<file path="config.mk">
export PLATFORM = sky130hd
export DESIGN_NAME = fhp_host
export DESIGN_NICKNAME = d
export VERILOG_FILES = /design/src/verilog/fhp_pkg.sv /design/src/verilog/fhp_fifo.sv /design/src/verilog/fhp_host.sv
export SDC_FILE = /design/constraint.sdc
export NUM_CORES = 1
export LEC_CHECK = 0
export BUFFER_PORTS_ARGS = -buffer_cell sky130_fd_sc_hd__buf_4
export CELL_PAD_IN_SITES_DETAIL_PLACEMENT = 0
export CELL_PAD_IN_SITES_GLOBAL_PLACEMENT = 1
export CORE_MARGIN = 2
export CORE_UTILIZATION = 50
export CTS_CLUSTER_DIAMETER = 100
export CTS_CLUSTER_SIZE = 40
export DETAILED_ROUTE_END_ITERATION = 8
export PLACE_DENSITY_LB_ADDON = 0.1
export RECOVER_POWER = 100
export SYNTH_ARGS = -nofsm -noshare
export SYNTH_HDL_FRONTEND = slang
export SYNTH_SLANG_ARGS = --single-unit
</file>
<file path="constraint.sdc">
create_clock -name clock -period 3.2 [get_ports clock]
set_input_delay 0 -clock clock [delete_from_list [all_inputs] [get_ports clock]]
set_output_delay 0 -clock clock [all_outputs]
set_load 0.03 [all_outputs]
</file>
<file path="src/verilog/fhp_pkg.sv">
// package for the flash host pin controller
// assumes one 40 MHz clock; the flash itself is driven through pins only
package fhp_pkg;
  localparam int CLK_MHZ = 40;
  // strobe phase widths in ns, converted to whole cycles (round up)
  localparam int STROBE_NS = 50;
  localparam int STROBE_CYC = (STROBE_NS * CLK_MHZ + 999) / 1000;
  localparam logic [3:0] STROBE_CNT = 4'(STROBE_CYC < 1 ? 1 : STROBE_CYC);
  localparam int DATA_W = 8;
  localparam int FIFO_DEPTH = 16;
  localparam logic [7:0] CONFIRM_PROG = 8'h40;
  localparam logic [7:0] CONFIRM_ERASE = 8'hb0;
  localparam logic [11:0] VALID_COL_FIRST = 12'h800;
  localparam logic [11:0] VALID_COL_LAST = 12'h83f;
  localparam logic [3:0] CNT_RESET = 4'h0;
  // host command kinds on the user port
  typedef enum logic [2:0] {
    FHP_OP_CMD, FHP_OP_ADDR, FHP_OP_WDATA, FHP_OP_RDATA, FHP_OP_STATUS,
    FHP_OP_IDLE
  } fhp_op_t;
endpackage : fhp_pkg

</file>
<file path="src/verilog/fhp_fifo.sv">
// small synchronous fifo, flip-flop storage
// assumes both sides on the same clock; ce freezes all state
`timescale 1ns/100ps
module fhp_fifo #(
  parameter int WIDTH = 8,
  parameter int DEPTH = 16
) (
  input wire logic clock,
  input wire logic rst,
  input wire logic ce,
  input wire logic in_valid,
  output logic in_ready,
  input wire logic [WIDTH-1:0] in_data,
  output logic out_valid,
  input wire logic out_ready,
  output logic [WIDTH-1:0] out_data
);
  localparam int AW = $clog2(DEPTH);
  logic [WIDTH-1:0] mem [DEPTH];
  logic [AW-1:0] wr_ptr, rd_ptr, next_wr_ptr, next_rd_ptr;
  logic [AW:0] count, next_count;
  logic push, pop;

  always_comb begin
    push = in_valid && in_ready;
    pop = out_valid && out_ready;
    next_wr_ptr = push ? AW'(wr_ptr + 1'b1) : wr_ptr;
    next_rd_ptr = pop ? AW'(rd_ptr + 1'b1) : rd_ptr;
    next_count = count;
    if (push && !pop) begin
      next_count = (AW+1)'(count + 1'b1);
    end else if (pop && !push) begin
      next_count = (AW+1)'(count - 1'b1);
    end
  end

  assign in_ready = ce && (count != (AW+1)'(DEPTH));
  assign out_valid = ce && (count != '0);
  assign out_data = mem[rd_ptr];

  always_ff @(posedge clock or posedge rst) begin
    if (rst) begin
      wr_ptr <= '0;
      rd_ptr <= '0;
      count <= '0;
    end else if (ce) begin
      wr_ptr <= next_wr_ptr;
      rd_ptr <= next_rd_ptr;
      count <= next_count;
    end
  end

  // storage has no reset; contents are only read below count
  always_ff @(posedge clock) begin
    if (ce && push) begin
      mem[wr_ptr] <= in_data;
    end
  end
endmodule : fhp_fifo

</file>
<file path="src/verilog/fhp_host.sv">
// host-side controller that drives the flash pins byte by byte
// assumes the flash pins are asynchronous to clock; inputs are synchronised
`timescale 1ns/100ps
module fhp_host
  import fhp_pkg::*;
(
  input wire logic clock,
  input wire logic rst,
  input wire logic ce,
  input wire logic power_ok,
  input wire logic req_valid,
  output logic req_ready,
  input wire fhp_op_t req_op,
  input wire logic [7:0] req_data,
  input wire logic req_last,
  input wire logic wr_valid,
  output logic wr_ready,
  input wire logic [7:0] wr_data,
  output logic rd_valid,
  input wire logic rd_ready,
  output logic [7:0] rd_data,
  output logic busy,
  output logic chip_sel_n,
  output logic out_gate_n,
  output logic write_n,
  output logic serial_strobe,
  output logic cmd_addr_select_n,
  output logic power_guard_n,
  output logic [7:0] byte_bus_out,
  output logic byte_bus_oe,
  input wire logic [7:0] byte_bus_in,
  input wire logic ready_busy_n_in
);
  typedef enum logic [2:0] {
    FHP_IDLE, FHP_SETUP, FHP_STROBE, FHP_HOLD, FHP_SAMPLE, FHP_LAUNCH
  } fhp_state_t;

  fhp_state_t state, next_state;
  fhp_op_t op, next_op;
  logic [3:0] cnt, next_cnt;
  logic [7:0] dout, next_dout;
  logic [7:0] rbyte, next_rbyte;
  logic sel, next_sel;
  logic last, next_last;
  logic oe, next_oe;
  logic gate, next_gate;
  logic wstb, next_wstb;
  logic sstb, next_sstb;
  logic push, next_push;
  logic launched, next_launched;
  logic guard, next_guard;
  logic [7:0] bus_s1, bus_s2;
  logic rb_s1, rb_s2;
  logic pok_s1, pok_s2;
  logic f_in_ready, f_out_valid;
  logic [7:0] f_out_data;
  logic fifo_push_ok;

  // read data returns through a fifo so a slow consumer stalls the strobe
  fhp_fifo #(.WIDTH(DATA_W), .DEPTH(FIFO_DEPTH)) u_rd_fifo (
    .clock(clock),
    .rst(rst),
    .ce(ce),
    .in_valid(push),
    .in_ready(f_in_ready),
    .in_data(rbyte),
    .out_valid(f_out_valid),
    .out_ready(rd_ready),
    .out_data(f_out_data)
  );
  assign rd_valid = f_out_valid;
  assign rd_data = f_out_data;
  assign fifo_push_ok = f_in_ready;

  always_ff @(posedge clock or posedge rst) begin
    if (rst) begin
      bus_s1 <= 8'h00;
      bus_s2 <= 8'h00;
      rb_s1 <= 1'b1;
      rb_s2 <= 1'b1;
      pok_s1 <= 1'b0;
      pok_s2 <= 1'b0;
    end else if (ce) begin
      bus_s1 <= byte_bus_in;
      bus_s2 <= bus_s1;
      rb_s1 <= ready_busy_n_in;
      rb_s2 <= rb_s1;
      pok_s1 <= power_ok;
      pok_s2 <= pok_s1;
    end
  end

  function automatic logic is_confirm(input fhp_op_t o, input logic [7:0] d);
    is_confirm = (o == FHP_OP_CMD) &&
                 (d == CONFIRM_PROG || d == CONFIRM_ERASE);
  endfunction : is_confirm

  // strobe-class ops use the serial strobe, command and address the write strobe; status uses neither
  function automatic logic is_serial(input fhp_op_t o);
    is_serial = (o == FHP_OP_WDATA) || (o == FHP_OP_RDATA);
  endfunction : is_serial

  always_comb begin
    next_state = state;
    next_op = op;
    next_cnt = cnt;
    next_dout = dout;
    next_rbyte = rbyte;
    next_sel = sel;
    next_last = last;
    next_oe = oe;
    next_gate = gate;
    next_wstb = wstb;
    next_sstb = sstb;
    next_push = 1'b0;
    next_launched = launched;
    req_ready = 1'b0;
    wr_ready = 1'b0;
    // guard follows the supply; held only while state is not FHP_IDLE, so it can drop while busy or between burst bytes
    next_guard = (pok_s2 || state != FHP_IDLE) ?
                 (pok_s2 || guard) : 1'b0;
    if (!rb_s2) begin
      next_launched = 1'b0;
    end
    case (state)
      FHP_IDLE: begin
        req_ready = ce && guard && !(req_op == FHP_OP_WDATA && !wr_valid);
        if (req_valid && req_ready && req_op != FHP_OP_IDLE) begin
          next_op = req_op;
          next_last = req_last;
          next_sel = (req_op == FHP_OP_ADDR);
          next_dout = (req_op == FHP_OP_WDATA) ? wr_data : req_data;
          wr_ready = (req_op == FHP_OP_WDATA);
          // drive the bus only when the flash is not driving it
          next_oe = (req_op == FHP_OP_CMD) || (req_op == FHP_OP_ADDR) ||
                    (req_op == FHP_OP_WDATA);
          // status and serial read both need the flash's output gate open
          next_gate = (req_op == FHP_OP_STATUS) ||
                      (req_op == FHP_OP_RDATA);
          next_cnt = STROBE_CNT;
          next_state = FHP_SETUP;
        end
      end
      FHP_SETUP: begin
        next_cnt = 4'(cnt - 1'b1);
        if (cnt == 4'h1) begin
          next_cnt = STROBE_CNT;
          if (next_op == FHP_OP_STATUS) begin
            next_state = FHP_SAMPLE;
          end else if (op != FHP_OP_RDATA || fifo_push_ok) begin
            next_wstb = !is_serial(op);
            next_sstb = is_serial(op);
            next_state = FHP_STROBE;
          end else begin
            next_cnt = 4'h1;
          end
        end
      end
      FHP_STROBE: begin
        next_cnt = 4'(cnt - 1'b1);
        if (cnt == 4'h1) begin
          // rising write strobe latches the byte; the serial strobe falls here, having latched on its rise
          next_wstb = 1'b0;
          next_sstb = 1'b0;
          next_cnt = STROBE_CNT;
          next_state = (op == FHP_OP_RDATA) ? FHP_SAMPLE : FHP_HOLD;
        end
      end
      FHP_SAMPLE: begin
        next_cnt = 4'(cnt - 1'b1);
        if (cnt == 4'h1) begin
          next_rbyte = bus_s2;
          next_push = 1'b1;
          next_cnt = STROBE_CNT;
          next_state = FHP_HOLD;
        end
      end
      FHP_HOLD: begin
        next_cnt = 4'(cnt - 1'b1);
        if (cnt == 4'h1) begin
          next_oe = 1'b0;
          next_gate = 1'b0;
          next_state = is_confirm(op, dout) ? FHP_LAUNCH : FHP_IDLE;
          if (is_confirm(op, dout)) begin
            next_launched = 1'b1;
          end
        end
      end
      FHP_LAUNCH: begin
        // return to idle next cycle without waiting for the synchronised busy level
        next_state = FHP_IDLE;
      end
      default: begin
        next_state = FHP_IDLE;
      end
    endcase
  end

  always_ff @(posedge clock or posedge rst) begin
    if (rst) begin
      state <= FHP_IDLE;
      op <= FHP_OP_IDLE;
      cnt <= CNT_RESET;
      dout <= 8'h00;
      rbyte <= 8'h00;
      sel <= 1'b0;
      last <= 1'b1;
      oe <= 1'b0;
      gate <= 1'b0;
      wstb <= 1'b0;
      sstb <= 1'b0;
      push <= 1'b0;
      launched <= 1'b0;
      guard <= 1'b0;
    end else if (ce) begin
      state <= next_state;
      op <= next_op;
      cnt <= next_cnt;
      dout <= next_dout;
      rbyte <= next_rbyte;
      sel <= next_sel;
      last <= next_last;
      oe <= next_oe;
      gate <= next_gate;
      wstb <= next_wstb;
      sstb <= next_sstb;
      push <= next_push;
      launched <= next_launched;
      guard <= next_guard;
    end
  end

  // select stays low until the burst's last byte so a read returns to standby on rise,
  // and stays low while busy so the operation is not disturbed
  always_comb begin
    chip_sel_n = !(state != FHP_IDLE || !last || launched || !rb_s2);
  end
  assign out_gate_n = !gate;
  assign write_n = !wstb;
  assign serial_strobe = sstb;
  assign cmd_addr_select_n = sel;
  assign power_guard_n = guard;
  assign byte_bus_out = dout;
  assign byte_bus_oe = oe;
  assign busy = launched || !rb_s2;
  // the sector valid marker (columns 800..83f) is read and rewritten by the
  // user through ordinary read and program sequences
endmodule : fhp_host

</file>
==> results.py <==
metrics = {
    "status": {
        "outcome": "finished, violations left",
        "violations": "capacitance limit, slew limit",
    },
    "place": {
        "dp_hpwl_um": 11200,
        "routabilityCongestion": 0.813,
        "dpl.cell_count": 782,
        "portBuffers": 62,
        "placed_area_um2": 9090,
    },
    "final_layout": {
        "final_cells": 846,
        "fillCellCount": 1329,
        "diodes": 0,
        "final_cell_mix": "edfxtp_1 (128), dfrtp_1 (62), clkbuf_1 (43)",
        "drive_above_1_share_pct": 24.0,
        "final_cell_area_um2": 9780,
        "fin_nets": 662,
        "area_delta_synth_final_pct": 18.3,
        "final_common_cell": "edfxtp_1",
        "multi_input_area_um2": 2480,
        "regArea_um2": 5550,
    },
    "synth": {
        "ys_ff_latch": 196,
        "ys_warn_count": 0,
        "synth_flop_cell": "edfxtp_1",
        "syn_inst": 502,
        "netlist_area_um2": 8270,
        "avgSynthCellArea_um2": 16.5,
        "yosysSeqAreaShare_pct": 67.1,
        "synthesis.nets": 551,
        "synthArstFlopShare_pct": 34.7,
        "ys_types": 58,
        "synth_edf_count": 128,
    },
    "worst_setup_path": {
        "critPathCaptureType": "flip-flop",
        "reg2reg_setup_slack_ns": 0.38,
        "worst_path_most_repeated_cell": "ha_1",
        "startpoint_type": "flip-flop",
        "worstPathArrival_ns": 3.16,
        "crit_slowest_cell": "dfrtp_1",
        "cp_max_fo": 9,
        "crit_type": "flip-flop to flip-flop",
        "required_ns": 3.54,
        "worstPathCellList": "nor3_1 > a21oi_1 > and2_1 > ha_1 > inv_1 > ha_1 > nor2b_1 > o21ai_0 > a211oi_1 > a31oi_1 > xnor2_1",
        "cpPeakStageDelay_ns": 0.43,
    },
    "die": {
        "dieArea_um2": 17600,
        "die-width_um": 133,
        "rows": 47,
        "start_util_pct": 50.6,
        "core_um2": 16300,
        "die_h_um": 133,
        "io_pins": 63,
    },
    "timing": {
        "slew_violations": 62,
        "finalCritPeriodShare_pct": 88.1,
        "final-hold-violation-count": 0,
        "fin_skew_ns": 0.0107,
        "rsz0062_at_grt": "no",
        "slew_headroom_pct": -1.44,
        "tns_ns": 0,
        "min_period_ns": 2.82,
        "fmax_mhz": 355,
        "setup_viol": 0,
        "whs_ns": 0.0430,
        "tightest_slew_ns": 1.52,
    },
    "detailed_routing": {
        "routed-via-count": 4637,
        "via_per_inst": 5.48,
        "drcViolationCount": 0,
        "final_antenna_net_count": 0,
        "wl_um": 16600,
        "drt_iter0_drc": 287,
        "drt_pre_antenna_iters": 4,
        "wl_per_cell_um": 19.6,
    },
    "grt": {
        "antenna_found_initial": 0,
        "grt_pass1_vias": 4825,
        "grt_pass1_wl_um": 26300,
        "gr-total-overflow": 0,
        "grt_start_max_net_pins": 62,
        "grtUsageTotal_pct": 19.9,
    },
    "min_path": {
        "holdCritPathClass": "primary input to flip-flop",
    },
    "power_and_ir_drop": {
        "irDropWorstVdd_uv": 427,
        "power_leakage_nw": 3.60,
        "p_total_mw": 8.11,
        "power_density_nw_per_um2": 829,
    },
    "clock_tree": {
        "cts_post_setup_buffers_inserted": 0,
        "cts.repair.resized": 0,
        "cts_buffers": 17,
        "root_buffer": "clkbuf_16",
        "clk_path_buf_depth": 2,
        "htree_num_levels": 4,
        "cts_tree": "yes",
        "tritoncts_num_sinks": 196,
        "path_clk_slew_ns": 0.07,
        "clkLatencyLatePin_ns": 0.43,
    },
    "flow_run": {
        "cap_violations": 1,
    },
}
-- kinds of logic after synthesis --
logic type | share of synthesized area [%]
adders and majority gates | 2.06
AOI/OAI and AO/OA | 4.48
DFF | 67.1
muxes | 16.5
xor gates and xnor gates | 1.06
buffers and inverters | 2.30
and+or+nand+nor | 6.48
-- synthesized netlist by cell type, types with 12 or more instances --
cell type  instances  area, µm²
a21oi_1           12       60.1
clkbuf_1          12       45.0
dfrtp_1           63       1580
edfxtp_1         128       3840
ha_1              12        150
inv_1             18       67.6
mux2_2            30        338
mux4_2            40        901
nand2_1           23       86.3
nor2_1            30        113
o21ai_0           18       90.1
-- where the power goes --
part / switching [mW] / internal (mW)
clock network: 1.01 / 1.10
registers: 0.527 / 3.14
logic: 1.25 / 1.08
total: 2.79 / 5.32
-- metrics by stage --
stage	setup slack, ns	util (%)
6_report	0.381	59.8
5_1_grt	0.167	59.8
2_1_floorplan	0.469	-
3_3_place_gp	0.478	55.6
4_1_cts	0.384	61.2
3_5_place_dp	0.403	55.6
-- flip-flops by register name, indices dropped and copies added (netlist names), 4 cells and up --
register and count:
u_rd_fifo.mem 128, bus_s1 8, byte_bus_out 8, u_rd_fifo.wr_ptr 4, rbyte 8, u_rd_fifo.rd_ptr 4, u_rd_fifo.count 5, bus_s2 8
cnt 4
-- routing by layer --
layer	vias to the layer above	GRT usage, %	wire (µm)
li1	2149	-	-
met3	11	3.41	422
met5	-	0	0
met1	2398	26.7	7350
met2	79	33.4	8700
met4	0	6.21	136
-- final cells by class --
class,instances,share of cell area [%]
Clock inverter,14,1.53
Timing Repair Buffer,117,8.25
Tap cell,220,2.81
Inverter,18,0.691
Clock buffer,18,4.60
Sequential cell,196,56.8
Multi-Input combinational cell,263,25.3
-- worst paths after layout --
kind,start,end,depth (start not counted)
setup reg to reg,u_rd_fifo.count[2]$_DFFE_PP0P_,u_rd_fifo.count[4]$_DFFE_PP0P_,11
hold reg to reg,last$_DFFE_PP1P_,last$_DFFE_PP1P_,2
max in group asynchronous,rst,u_rd_fifo.rd_ptr[0]$_DFFE_PP0P_,4
setup / recovery,u_rd_fifo.count[2]$_DFFE_PP0P_,u_rd_fifo.count[4]$_DFFE_PP0P_,11
hold / removal,ce,push$_DFFE_PP0P_,2
min in group asynchronous,rst,u_rd_fifo.count[3]$_DFFE_PP0P_,3
-- worst max-delay path: cells and delay by family (launching register included) --
| family | cells | cell delay, ns |
|---|---|---|
| and+or+nand+nor | 3 | 0.75 |
| AOI/OAI and AO/OA | 4 | 0.69 |
| adders and majority gates | 2 | 0.56 |
| DFF | 1 | 0.43 |
| buffers and inverters | 1 | 0.17 |
| xor gates and xnor gates | 1 | 0.15 |
-- repair_timing --
item	4_1_cts	5_1_grt
endpoints found under the setup margin	0	0
hold buffers	32	0
hold endpoints to repair	89	0
(Power assumes the default switching activity.)
